**src/shared/asm_defines.vh**
```
// Constants for the address-space map block.
// Assumes a single 250 MHz clock and a synchronous active-high reset.
//
// Summary of operation
// - Bus address bits 23:20 copy core address bit 19.
// - Core supplies 20 address and 16 data bits to a 24-bit bus.
// - Addresses 080000 to F7FFFF are never accessed.
// - Only address bits 17:0 leave the chip.
// - Accesses to unimplemented internal blocks go to the external bus.
// - Register block sits where the top nibble is the map bit then 111.
// - Boot ROM visibility is fixed by configuration caught during reset.
// - Bus pins not used for the bus act as ports A, B and C.
// - Marked inputs pass a synchroniser only while used as port pins.
`ifndef ASM_DEFINES_VH
`define ASM_DEFINES_VH

`define ASM_CORE_AW 20
`define ASM_BUS_AW 24
`define ASM_DW 16
`define ASM_EXT_AW 18
`define ASM_HOLE_LO 24'h08_0000
`define ASM_HOLE_HI 24'hF7_FFFF
`define ASM_REG_NIB_LO 3'b111
`define ASM_REG_BLK_AW 12
`define ASM_REG_TAG 8'hFF
`define ASM_ROM_LAST 24'h00_01FF
`define ASM_ROM_BYTES 512
`define ASM_ROM_BASE 24'h00_0000
`define ASM_RAM_AW 11

`endif

```
**src/core/asm_map.v**
```verilog
// Address decode and pin sharing between the core, internal modules
// and the external multiplexed bus.
// Assumes one clock; core requests are held until acknowledged.
`include "asm_defines.vh"
module asm_map #(
    parameter IMPL_MASK = 16'h0000 // Implemented register sub-blocks
) (
    input wire clock,                       // System clock
    input wire sys_rst,                     // Synchronous reset
    input wire cfg_boot_rom,                // Boot ROM strap
    input wire module_map_select,           // Register block location
    input wire bus_mode_en,                 // Pins run the external bus
    input wire [`ASM_CORE_AW-1:0] core_addr, // Core address
    input wire core_req,                    // Core access request
    input wire core_wr,                     // Core write
    input wire [`ASM_DW-1:0] core_wdata,    // Core write data
    output reg [`ASM_DW-1:0] core_rdata,    // Read data
    output wire core_ack,                   // Access done
    output reg core_fault,                  // Blocked address seen
    output wire [`ASM_BUS_AW-1:0] intermodule_bus_addr, // Bus address
    output wire int_sel,                    // Internal module selected
    input wire [`ASM_DW-1:0] int_rdata,     // Internal module read data
    input wire int_ack,                     // Internal module done
    output wire ext_req,                    // External access request
    input wire ext_ack,                     // External access done
    input wire [`ASM_DW-1:0] ext_rdata,     // External read data
    output reg [`ASM_EXT_AW-1:0] pin_addr_o, // Address pins
    output reg [`ASM_EXT_AW-1:0] pin_addr_oe, // Address pin enables
    input wire [`ASM_EXT_AW-1:0] pin_addr_i, // Address pin inputs
    input wire [7:0] port_a_bits,           // Port A output data
    input wire [7:0] port_b_bits,           // Port B output data
    input wire [1:0] port_c_low_bits,       // Port C output data
    input wire [`ASM_EXT_AW-1:0] port_dir,  // Port direction, 1 = out
    output wire [`ASM_EXT_AW-1:0] port_in,  // Port input value
    output reg boot_rom_vis                 // Boot ROM in map
);
    // ----------------------------------------------------------------
    // Local sizes and read source codes
    // ----------------------------------------------------------------
    localparam ROM_WORDS = `ASM_ROM_BYTES / 2;
    localparam [3:0] SRC_NONE = 4'h1;
    localparam [3:0] SRC_INT = 4'h2;
    localparam [3:0] SRC_ROM = 4'h4;
    localparam [3:0] SRC_EXT = 4'h8;

    // ----------------------------------------------------------------
    // Address extension and decode
    // ----------------------------------------------------------------
    wire [`ASM_BUS_AW-1:0] baddr;
    wire hole;
    wire in_regs;
    wire in_rom;
    wire in_ram;
    wire sub_impl;
    wire go_int;

    assign baddr = {{4{core_addr[`ASM_CORE_AW-1]}}, core_addr};
    assign intermodule_bus_addr = baddr;

    function in_range;
        input [`ASM_BUS_AW-1:0] a;
        input [`ASM_BUS_AW-1:0] lo;
        input [`ASM_BUS_AW-1:0] hi;
        begin
            in_range = (a >= lo) && (a <= hi);
        end
    endfunction

    // Register block: top nibble {map bit, 111}, bits 19:12 all ones
    function reg_hit;
        input sel;
        input [`ASM_BUS_AW-1:0] a;
        begin
            reg_hit = (a[23:20] == {sel, `ASM_REG_NIB_LO}) &&
                      (a[19:`ASM_REG_BLK_AW] == `ASM_REG_TAG);
        end
    endfunction

    // Copying bit 19 upwards keeps every core address out of the hole;
    // the decode still guards the full bus width
    assign hole = in_range(baddr, `ASM_HOLE_LO, `ASM_HOLE_HI);
    assign in_regs = reg_hit(module_map_select, baddr);
    assign sub_impl = IMPL_MASK[baddr[11:8]];
    assign in_rom = boot_rom_vis &&
                    in_range(baddr, `ASM_ROM_BASE, `ASM_ROM_LAST);
    assign in_ram = 1'b0;
    assign go_int = (in_regs && sub_impl) || in_rom || in_ram;

    // ----------------------------------------------------------------
    // Boot configuration capture
    // ----------------------------------------------------------------
    always @(posedge clock) begin
        if (sys_rst) begin
            boot_rom_vis <= cfg_boot_rom;
        end
    end

    // ----------------------------------------------------------------
    // Boot ROM contents
    // ----------------------------------------------------------------
    // Boot ROM words; contents are all zero in this block
    reg [`ASM_DW-1:0] rom [0:ROM_WORDS-1];
    integer i;
    initial begin
        for (i = 0; i < ROM_WORDS; i = i + 1) begin
            rom[i] = {`ASM_DW{1'b0}};
        end
    end

    // ----------------------------------------------------------------
    // Request qualification and acknowledge
    // ----------------------------------------------------------------
    wire active;
    assign active = core_req && !hole && !sys_rst;
    assign int_sel = active && in_regs && sub_impl;
    assign ext_req = active && !go_int && bus_mode_en;
    wire ack_hole;
    wire ack_int;
    wire ack_rom;
    wire ack_ext;
    wire ack_nobus;

    // Hole, ROM and bus-less accesses finish in the cycle they are made
    assign ack_hole = core_req && hole;
    assign ack_int = int_sel && int_ack;
    assign ack_rom = active && in_rom;
    assign ack_ext = ext_req && ext_ack;
    assign ack_nobus = active && !go_int && !bus_mode_en;
    assign core_ack = ack_hole || ack_int || ack_rom || ack_ext ||
                      ack_nobus;

    // ----------------------------------------------------------------
    // Read data capture
    // ----------------------------------------------------------------
    reg [3:0] src_nxt;
    reg [`ASM_DW-1:0] rdata_nxt;

    // One source per access; hole requests read back zero
    always @* begin
        if (hole) begin
            src_nxt = SRC_NONE;
        end else if (int_sel) begin
            src_nxt = SRC_INT;
        end else if (in_rom) begin
            src_nxt = SRC_ROM;
        end else begin
            src_nxt = SRC_EXT;
        end
    end

    always @* begin
        case (src_nxt)
            SRC_INT: begin
                rdata_nxt = int_rdata;
            end
            SRC_ROM: begin
                rdata_nxt = rom[baddr[8:1]];
            end
            SRC_EXT: begin
                rdata_nxt = ext_rdata;
            end
            default: begin
                rdata_nxt = {`ASM_DW{1'b0}};
            end
        endcase
    end

    // Captured on every requesting edge, so the acknowledge edge wins
    always @(posedge clock) begin
        if (sys_rst) begin
            core_rdata <= 16'h0000;
            core_fault <= 1'b0;
        end else if (core_req) begin
            core_fault <= hole;
            core_rdata <= rdata_nxt;
        end
    end

    // ----------------------------------------------------------------
    // Pin sharing between bus and ports
    // ----------------------------------------------------------------
    wire [`ASM_EXT_AW-1:0] port_out;
    assign port_out = {port_c_low_bits, port_a_bits, port_b_bits};

    reg [`ASM_EXT_AW-1:0] pin_o_nxt;
    reg [`ASM_EXT_AW-1:0] pin_oe_nxt;

    // Bus mode drives the address pins only while an external access
    // is requested; port mode lets each bit follow its direction
    always @* begin
        if (bus_mode_en) begin
            pin_o_nxt = baddr[`ASM_EXT_AW-1:0];
            pin_oe_nxt = {`ASM_EXT_AW{ext_req}};
        end else begin
            pin_o_nxt = port_out;
            pin_oe_nxt = port_dir;
        end
    end

    always @(posedge clock) begin
        if (sys_rst) begin
            pin_addr_o <= 18'h0_0000;
            pin_addr_oe <= 18'h0_0000;
        end else begin
            pin_addr_o <= pin_o_nxt;
            pin_addr_oe <= pin_oe_nxt;
        end
    end

    // ----------------------------------------------------------------
    // Port inputs
    // ----------------------------------------------------------------
    asm_sync #(
        .W(`ASM_EXT_AW)
    ) u_sync (
        .clock(clock),
        .sys_rst(sys_rst),
        .din(pin_addr_i),
        .sync_en(!bus_mode_en),
        .dout(port_in)
    );

    // Writes carry no data path in this block
    wire unused_wdata;
    assign unused_wdata = ^{core_wdata, core_wr};
endmodule

```
**src/core/asm_sync.v**
```verilog
// Two-stage synchroniser with a bypass for pins not used as port pins.
// Assumes one clock and a synchronous active-high reset.
module asm_sync #(
    parameter W = 8
) (
    input wire clock,           // System clock
    input wire sys_rst,         // Synchronous reset
    input wire [W-1:0] din,     // Raw pin input
    input wire sync_en,         // High while pin acts as port I/O
    output wire [W-1:0] dout    // Conditioned input
);
    reg [W-1:0] meta_r;
    reg [W-1:0] stab_r;

    always @(posedge clock) begin
        if (sys_rst) begin
            meta_r <= {W{1'b0}};
            stab_r <= {W{1'b0}};
        end else begin
            meta_r <= din;
            stab_r <= meta_r;
        end
    end

    assign dout = sync_en ? stab_r : din;
endmodule

```
**config.mk**
```make
export PLATFORM = sky130hd
export DESIGN_NAME = asm_map
export DESIGN_NICKNAME = d
export VERILOG_FILES = /design/src/core/asm_map.v /design/src/core/asm_sync.v
export VERILOG_INCLUDE_DIRS = /design/src /design/src/shared
export SDC_FILE = /design/constraint.sdc
export NUM_CORES = 1
export LEC_CHECK = 0
export BUFFER_PORTS_ARGS = -buffer_cell sky130_fd_sc_hd__buf_2
export CORE_MARGIN = 5
export CORE_UTILIZATION = 40
export CTS_CLUSTER_DIAMETER = 200
export DETAILED_ROUTE_END_ITERATION = 10
export GPL_TIMING_DRIVEN = 0
export PLACE_DENSITY = 0.79
export SYNTH_ARGS = -nofsm -noshare
export SYNTH_HDL_FRONTEND = slang
export SYNTH_SLANG_ARGS = --single-unit
```
**constraint.sdc**
```tcl
create_clock -name clock -period 1.7 [get_ports clock]
set_input_delay 0.34 -clock clock [delete_from_list [all_inputs] [get_ports clock]]
set_output_delay 0.34 -clock clock [all_outputs]
set_load 0.01 [all_outputs]
```
==> metrics.cfg, run 1 <==
[floorplanning]
die_x_um = 99.5
coreArea_um2 = 7770
die_height_um = 99.5
rows = 32
dieArea_um2 = 9890
ios = 230
start_util_pct = 41.2

[timing]
hold_viol = 0
final_max_slew_viol_count = 0
rsz0062_at_grt = true
period_needed_ps = 1890
fmax_mhz = 530
hold_ws_ps = 178
setup_viol = 2
worst_slew_margin_rel_pct = 62.5
finClkSkew_ps = 9.23
worst-slew-pin-transition_ps = 560
layout_setup_ws_ps = -186
period_share_pct = 111

[synth]
ys_warn_count = 0
syn_nets = 398
synth_seq_cells = 90
ys_types = 24
seq_area_frac_synth_pct = 56.6
syn_inst = 267
syn_avg_cell_area_um2 = 12.0
synth_area_um2 = 3200

[grt]
grt_overflow = 0
grt_usage_pct = 16.0
antenna_found_initial = 0
grt_first_pass_wirelength_um = 12600
grt_start_max_net_pins = 15
grt_pass1_vias = 2783

[routing]
dr.pass1.iters = 3
drt_iter0_drc = 20
route.met3.wl_um = 879
wl_met2_um = 3970
drcViolationCount = 0
finalWirelength_um = 7940
top_layer = met4
vias = 2588
via_per_inst = 4.47
routedLengthMet1_um = 2960
wl_per_cell_um = 13.7
postRouteAntennaNets = 0

[clock_network]
ctsLongestPathBuffers = 2
cts_sinks = 90
cts.clk_slew.worst_paths_ps = 80
clk-insertion-delay-late_ps = 340
cts_made_buffers = 9
htreeDepth = 3
clockRootBuffer = clkbuf_8
cts_tree = done

[cells_and_area]
fillCellCount = 673
final_cell_mix = buf_2, dfxtp_1, nor2b_1
fin_area_um2 = 4550
final_common_cell = buf_2
fin_nets = 605
syn_to_final_growth_pct = 42.2
drive_gt1_share_pct = 57.9
n_antenna_cell = 0

[outcome]
outcome = finished, violations left
violations = negative setup slack

[placed_design]
hpwlAfterDp_um = 6280
io_buffers = 193
gp_congestion = 0.776
dpl_cell_area_um2 = 4290

[critical_path]
cp_max_fo = 3
critPathKind = reg -> out
arrival_ps = 1550
end_kind = output pin
critPathLaunchType = register
crit_required_ps = 1360

[power]
p_leak_nw = 2.42
ir_drop_v = 0.000394
pwr_density_cell_nw_per_um2 = 984

[job]
max_cap_viol_count = 0

[hold_path]
hp-class = in -> reg

per-stage QoR:
step                instances  worst slack, ps  power (mW)  util (%)  TNS, ps
finish                    579             -186        4.48      58.6     -327
detailed placement        562             -242        2.97      55.3    -2080
floorplan                 267              116        2.65         -        0
global placement          562             -213        2.95      55.3    -2070
global route              579             -297        4.71      58.6     -559
CTS                       579             -174        4.55      58.6     -344
registers in the layout, summed over array words and instances (netlist names):
signal and flops:
pin_addr_o 18, pin_addr_oe 18, u_sync.meta_r 18, u_sync.stab_r 18
core_rdata 16, boot_rom_vis 1, core_fault 1
synthesized netlist by cell type:
cell type	number	area share, %
mux2_2	18	6.3
nand3_1	1	0.16
buf_2	6	0.94
buf_1	1	0.12
nand2b_4	1	0.43
edfxtp_1	1	0.94
conb_1	1	0.12
mux2i_1	18	5.6
a21o_2	9	2.5
buf_4	25	5.9
clkbuf_1	5	0.59
a31oi_4	1	0.66
inv_1	2	0.23
nor4b_4	1	0.74
a311oi_4	1	0.82
a31oi_1	1	0.20
nor4_4	2	1.3
a21o_1	9	2.1
dfxtp_1	89	56
nor2b_1	36	7.0
nor2_1	20	2.3
buf_6	2	0.70
and2_1	1	0.20
a22o_1	16	4.4
logic make-up (layout without fill, tap and decap cells):
kind of cell	after synthesis	in the layout	share of synthesized area, %
muxes	36	36	12.0
other	1	1	0.117
and+or+nand+nor	62	62	12.2
AOI/OAI and AO/OA	37	37	10.6
DFF	90	90	56.6
buffers and inverters	41	251	8.44
critical path: stages (launching register included):
cell      delay (ps)
edfxtp_1         420
nor4b_4          170
a311oi_4         380
buf_6            150
buf_6             90
area by class of cell:
type	count	area, um^2	share of cell area [%]
Sequential cell	90	1810	39.8
Tap cell	102	128	2.80
Clock inverter	4	76.3	1.68
Inverter	2	7.51	0.165
Buffer	38	267	5.86
Multi-Input combinational cell	136	1120	24.6
Timing Repair Buffer	197	1000	22.1
Clock buffer	10	138	3.02
worst paths after layout:
path                     from                to  slack [ps]  depth (start not counted)
max              boot_rom_vis           ext_req        -190                          4
min              cfg_boot_rom      boot_rom_vis         180                          1
max reg2reg      boot_rom_vis    core_rdata[12]         220                          5
min reg2reg  u_sync.meta_r[1]  u_sync.stab_r[1]         440                          1
report_power, final:
| group | internal (mW) | switching (mW) | total, mW |
|---|---|---|---|
| combinational | 0.344 | 0.307 | 0.650 |
| sequential | 2.23 | 0.0333 | 2.27 |
| clock | 0.858 | 0.704 | 1.56 |
routing by layer:
metal  vias to the layer above  global-route usage, %
li1                       1283                      -
met1                      1172                   16.8
met2                       122                   28.2
met3                        11                   7.08
met4                         0                   5.88
met5                         -                      0
what timing repair did:
item | 4_1_cts | 5_1_grt
pin swaps | 1 | 1
setup buffers | 4 | 0
hold buffers | 0 | 0
setup endpoints to repair | 13 | 2
resized for setup | 5 | 0
(Power assumes the default switching activity.)
==> run 2, diff against run 1 <==
--- a/config.mk
+++ b/config.mk
@@ -7,12 +7,14 @@
 export NUM_CORES = 1
 export LEC_CHECK = 0
 export BUFFER_PORTS_ARGS = -buffer_cell sky130_fd_sc_hd__buf_2
+export CORE_ASPECT_RATIO = 0.6
 export CORE_MARGIN = 5
 export CORE_UTILIZATION = 40
 export CTS_CLUSTER_DIAMETER = 200
 export DETAILED_ROUTE_END_ITERATION = 10
 export GPL_TIMING_DRIVEN = 0
 export PLACE_DENSITY = 0.79
+export RECOVER_POWER = 25
 export SYNTH_ARGS = -nofsm -noshare
 export SYNTH_HDL_FRONTEND = slang
 export SYNTH_SLANG_ARGS = --single-unit
==> run 2 against run 1 <==
  * The run still ends with negative setup slack left
  * Utilization up 0.44 points
  * Wire length up 9.4%
  * Total power up 9.5%
  * Highest routed layer unchanged
  * Largest cell class unchanged
  * Combinational power up 1%
  * Critical path depth unchanged
  * Register-to-register slack about the same
==> metrics.cfg, run 2 (same netlist as run 1, synthesis figures left out) <==
[outcome]
outcome = finished, violations left
violations = negative setup slack

[critical_path]
crit_buf_inv = 2  ; unchanged
rr_startpoint = boot_rom_vis
slowest_delay_ps = 400  ; -20 ps
cp_max_fo = 3  ; unchanged
crit_required_ps = 1360  ; about the same
ff2ff_path_depth = 5  ; unchanged
rrSetupSlack_ps = 220  ; about the same
critPathLaunchType = register
crit_start = boot_rom_vis
critPathMostFrequentCell = buf_6
arrival_ps = 1490  ; -60 ps
setup.worst_path.end = ext_req
path_cells = nor4b_4 -> a311oi_4 -> buf_6 -> buf_6
path_delay_family = flip-flops
critPathKind = reg -> out
end_kind = output pin
r2r_end = core_rdata[6]
crit_slowest_cell = edfxtp_1
path_depth = 4  ; unchanged

[routing]
via_per_inst = 4.49  ; +0.45%
drcViolationCount = 0  ; unchanged
dr.pass1.iters = 4  ; +1
postRouteAntennaNets = 0  ; unchanged
drt_iter0_drc = 52  ; +160%
vias = 2631  ; +1.7%
wl_per_cell_um = 14.8  ; +8.1%
finalWirelength_um = 8690  ; +9.4%

[floorplanning]
die_height_um = 79.3  ; -20%
rows = 25  ; -22%
ios = 230  ; unchanged
start_util_pct = 40.9  ; -0.28 points
coreArea_um2 = 7820  ; +0.68%
dieArea_um2 = 9950  ; +0.60%
die_x_um = 125  ; +26%

[clock_network]
cts.clk_slew.worst_paths_ps = 60  ; -20 ps
ctsLongestPathBuffers = 2  ; unchanged
htreeDepth = 3  ; unchanged
cts_sinks = 90  ; unchanged
clk-insertion-delay-late_ps = 330  ; about the same
cts_made_buffers = 9  ; unchanged
clockRootBuffer = clkbuf_16
cts_tree = done

[cells_and_area]
final_cell_mix = buf_2, dfxtp_1, nor2b_1
fin_cells = 586  ; +1.2%
seq_area_um2 = 1810  ; unchanged
postLayoutCoreUtil_pct = 59.0  ; +0.44 points
final_common_cell = buf_2
drive_gt1_share_pct = 54.0  ; -3.9 points
syn_to_final_growth_pct = 44.2
fin_nets = 604  ; -0.17%
fillCellCount = 711  ; +5.6%
n_antenna_cell = 0  ; unchanged
multiInputGateArea_um2 = 1120  ; unchanged

[timing]
setup_viol = 2  ; unchanged
fmax_mhz = 545  ; +2.9%
worst-slew-pin-transition_ps = 594  ; +33.5 ps
hold_viol = 0  ; unchanged
worst_slew_margin_rel_pct = 60.3  ; -2.2 points
final_max_slew_viol_count = 0  ; unchanged
rsz0062_at_grt = true
layout_setup_ws_ps = -133  ; +52.8 ps
period_needed_ps = 1830  ; -52.8 ps
finClkSkew_ps = 2.31  ; -6.91 ps
hold_ws_ps = 197  ; +19.0 ps
period_share_pct = 108  ; -3.1 points

[grt]
grt_first_pass_wirelength_um = 13800  ; +9.8%
grt_overflow = 0  ; unchanged
grt_start_max_net_pins = 17  ; +2
grt_usage_pct = 17.4  ; +1.5 points
antenna_found_initial = 0  ; unchanged
grt_pass1_vias = 2747  ; -1.3%

[power]
ir_drop_v = 0.000526  ; +34%
p_leak_nw = 2.41  ; -0.64%
total_power_mw = 4.90  ; +9.5%
pwr_density_cell_nw_per_um2 = 1060  ; +8.0%

[placed_design]
io_buffers = 193  ; unchanged
dp_cells = 568  ; +1.1%
gp_congestion = 0.780  ; +0.49%
hpwlAfterDp_um = 6900  ; +9.9%

[job]
max_cap_viol_count = 0  ; unchanged

[hold_path]
hp-class = in -> reg

[run 2: changes by cell type in the layout (fill, tap and decap cells not counted)]
cell | previous run | this run
clkbuf_1 | 5 | 25
buf_2 | 194 | 176
clkbuf_8 | 10 | 0
clkbuf_16 | 0 | 9
inv_6 | 1 | 3
buf_1 | 1 | 0
buf_4 | 31 | 30
bufinv_16 | 2 | 1
clkinv_4 | 0 | 1
[run 2: timing repair]
action | in CTS | in global routing
gates resized for setup | 5 | 0
buffers inserted | 3 | 1
endpoints found under the setup margin | 13 | 2
hold buffers | 0 | 0
pin swaps | 2 | 1
[run 2: area by class of cell]
| class | instances | area share, % |
|---|---|---|
| Clock buffer | 10 | 4.96 |
| Timing Repair Buffer | 196 | 21.1 |
| Clock inverter | 6 | 1.57 |
| Multi-Input combinational cell | 136 | 24.2 |
| Inverter | 2 | 0.163 |
| Buffer | 38 | 5.75 |
| Tap cell | 108 | 2.93 |
| Sequential cell | 90 | 39.3 |
[run 2: report_power, final]
| group | switching, mW | total (mW) | internal (mW) |
|---|---|---|---|
| registers | 0.0346 | 2.27 | 2.23 |
| logic | 0.320 | 0.657 | 0.337 |
| clock network | 0.820 | 1.98 | 1.16 |
[run 2: worst min-delay path by stage]
| stage | from | to | slack, ps | depth (start not counted) |
|---|---|---|---|---|
| 2_1_floorplan | u_sync.meta_r[0] | u_sync.stab_r[0] | 410 | 1 |
| 3_3_place_gp | u_sync.meta_r[12] | u_sync.stab_r[12] | 420 | 1 |
| 3_5_place_dp | u_sync.meta_r[3] | u_sync.stab_r[3] | 420 | 1 |
| 4_1_cts | cfg_boot_rom | boot_rom_vis | 180 | 1 |
| 5_1_grt | cfg_boot_rom | boot_rom_vis | 180 | 1 |
| 6_report | cfg_boot_rom | boot_rom_vis | 200 | 1 |
[run 2: stage by stage]
stage,setup slack (ps),TNS (ps),cell area [um^2]
2_1_floorplan,116,0,3200
3_3_place_gp,-225,-2220,4300
3_5_place_dp,-228,-2380,4300
4_1_cts,-203,-396,4630
5_1_grt,-198,-396,4620
6_report,-133,-230,4620
[run 2: metal layers]
layer  up-vias  wire length, um  track usage (%)
met2       104             4290             29.2
met5         -                0                0
met1      1239             3580             20.8
met3         9              715             7.19
li1       1279                -                -
met4         0              100             4.87
==> run 3, diff against run 2 <==
--- a/config.mk
+++ b/config.mk
@@ -15,6 +15,7 @@
 export GPL_TIMING_DRIVEN = 0
 export PLACE_DENSITY = 0.79
 export RECOVER_POWER = 25
+export SETUP_SLACK_MARGIN = 0.15
 export SYNTH_ARGS = -nofsm -noshare
 export SYNTH_HDL_FRONTEND = slang
 export SYNTH_SLANG_ARGS = --single-unit
==> run 3 against run 2 <==
  * The flow still finishes with violations (negative setup slack)
  * Non-clock buffer count increased by 7
  * Sequential share of layout area decreased by 1.9 points
  * Wire length did not move
  * Critical path type unchanged
  * Critical endpoint unchanged
  * Largest cell class unchanged
==> metrics.cfg, run 3 (same netlist as run 1, synthesis figures left out) <==
[timing]
worst_slew_margin_rel_pct = 61.1  ; +0.78 points
hold_viol = 0  ; unchanged
finClkSkew_ps = 3.14  ; +0.830 ps
fmax_mhz = 534  ; -2.1%
final_max_slew_viol_count = 0  ; unchanged
tns_ps = -336  ; -106 ps
worst-slew-pin-transition_ps = 582  ; -11.7 ps
period_share_pct = 110  ; +2.3 points
period_needed_ps = 1870  ; +38.9 ps
setup_viol = 2  ; unchanged
rsz0062_at_grt = true
layout_setup_ws_ps = -172  ; -38.9 ps

[critical_path]
r2r_end = pin_addr_oe[5]
rrSetupSlack_ps = 190  ; -30 ps
path_cells = nor4b_4 -> a311oi_4 -> buf_6 -> buf_6
arrival_ps = 1530  ; +40 ps
critPathMostFrequentCell = buf_6
slowest_delay_ps = 380  ; -20 ps
crit_required_ps = 1360  ; about the same
crit_slowest_cell = nor4b_4
ff2ff_path_depth = 5  ; unchanged
end_kind = output pin
critPathKind = reg -> out
cp_max_fo = 3  ; unchanged
rr_startpoint = boot_rom_vis
critPathLaunchType = register

[floorplanning]
rows = 25  ; unchanged
die_height_um = 79.3  ; unchanged
die_x_um = 125  ; unchanged
coreArea_um2 = 7820  ; unchanged
start_util_pct = 40.9  ; unchanged
dieArea_um2 = 9950  ; unchanged
ios = 230  ; unchanged

[placed_design]
place_worst_setup_slack_ps = -232  ; -4.72 ps
io_buffers = 193  ; unchanged
gp_congestion = 0.797  ; +2.2%
hpwlAfterDp_um = 6560  ; -5.0%

[routing]
dr.pass1.iters = 4  ; unchanged
wl_per_cell_um = 14.6  ; -1.2%
drt_iter0_drc = 90  ; +73%
finalWirelength_um = 8690  ; unchanged
via_per_inst = 4.38  ; -2.4%
postRouteAntennaNets = 0  ; unchanged
drcViolationCount = 0  ; unchanged
vias = 2599  ; -1.2%

[clock_network]
cts_tree = done
cts_sinks = 90  ; unchanged
ctsLongestPathBuffers = 2  ; unchanged
htreeDepth = 3  ; unchanged
clockRootBuffer = clkbuf_16
clk-insertion-delay-late_ps = 330  ; about the same
cts.clk_slew.worst_paths_ps = 60  ; about the same
cts_hold_buf = 0  ; unchanged
cts_made_buffers = 9  ; unchanged

[hold_path]
hp-class = in -> reg
hp-start = cfg_boot_rom
whs_path_depth = 1  ; unchanged
min_to = boot_rom_vis

[cells_and_area]
syn_to_final_growth_pct = 51.4
drive_gt1_share_pct = 54.0  ; about the same
final_cell_mix = buf_2, dfxtp_1, nor2b_1
postLayoutCoreUtil_pct = 62.0  ; +2.9 points
final_common_cell = buf_2
fin_nets = 611  ; +1.2%
fillCellCount = 650  ; -8.6%
n_antenna_cell = 0  ; unchanged

[grt]
grt_first_pass_wirelength_um = 13700  ; -0.80%
grt_pass1_vias = 2770  ; +0.84%
antenna_found_initial = 0  ; unchanged
grt_start_max_net_pins = 19  ; +2
grt_overflow = 0  ; unchanged
grt_usage_pct = 17.4  ; about the same

[power]
ir_drop_v = 0.000623  ; +18%
pwr_density_cell_nw_per_um2 = 1010  ; -4.6%
p_leak_nw = 2.51  ; +4.4%

[outcome]
violations = negative setup slack
outcome = finished, violations left

[job]
max_cap_viol_count = 0  ; unchanged

[run 3: cell count changes in the layout (fill, tap and decap cells not counted), sizes merged]
| cell | before | now |
|---|---|---|
| buf | 210 | 213 |
| clkbuf | 34 | 37 |
| inv | 5 | 7 |
| bufinv | 1 | 0 |
[run 3: timing repair]
item / 4_1_cts / 5_1_grt
resized for setup: 40 / 1
gates cloned: 1 / 0
buffers inserted: 8 / 0
endpoints found under the setup margin: 20 / 16
pin swaps: 2 / 2
[run 3: final cells by class]
class | instances | area, um^2 | share of cell area (%)
multi-input combinational | 136 | 1160 | 23.9
clock inverter | 7 | 67.6 | 1.39
timing repair buffer | 202 | 1140 | 23.5
sequential | 90 | 1810 | 37.4
tap | 108 | 135 | 2.79
buffer | 39 | 302 | 6.22
inverter | 2 | 7.51 | 0.155
clock buffer | 9 | 225 | 4.65
[run 3: routing by layer]
metal	vias up	GRT usage [%]	share of wire, %	routed length [um]
li1	1301	-	-	-
met1	1189	20.3	41	3580
met2	104	29.7	49	4280
met3	5	7.93	9.0	781
met4	0	3.90	0.48	42
met5	-	0	0	0
[run 3: stage by stage]
stage / total power, mW / cells / hold WS [ps] / instance area, um^2
after global placement: 2.96 / 568 / 418 / 4300
after floorplan: 2.65 / 267 / 414 / 3200
after global routing: 5.15 / 593 / 163 / 4840
final: 4.91 / 593 / 183 / 4840
after detailed placement: 2.97 / 568 / 420 / 4300
after CTS: 4.98 / 593 / 170 / 4870
[run 3: report_power, final]
part	switching (mW)	total (mW)	internal, mW
logic	0.332	0.729	0.397
clock network	0.876	1.91	1.03
registers	0.0343	2.27	2.23
[run 3: worst max-delay path, delay by kind of cell (launching register included)]
kind,cells,cell delay [ps]
AO/OA/AOI/OAI,1,190
buffers and inverters,2,280
flip-flops,1,360
AND/OR/NAND/NOR,1,380
[run 3: worst max-delay path by stage]
stage                             from          to  slack, ps  cells after the start
after floorplan           boot_rom_vis     ext_req        150                      3
after CTS                 boot_rom_vis     ext_req       -200                      4
after detailed placement   bus_mode_en  port_in[2]       -230                      5
after global routing      boot_rom_vis    core_ack       -300                      4
after global placement     bus_mode_en  port_in[2]       -220                      5
final                     boot_rom_vis     ext_req       -170                      4
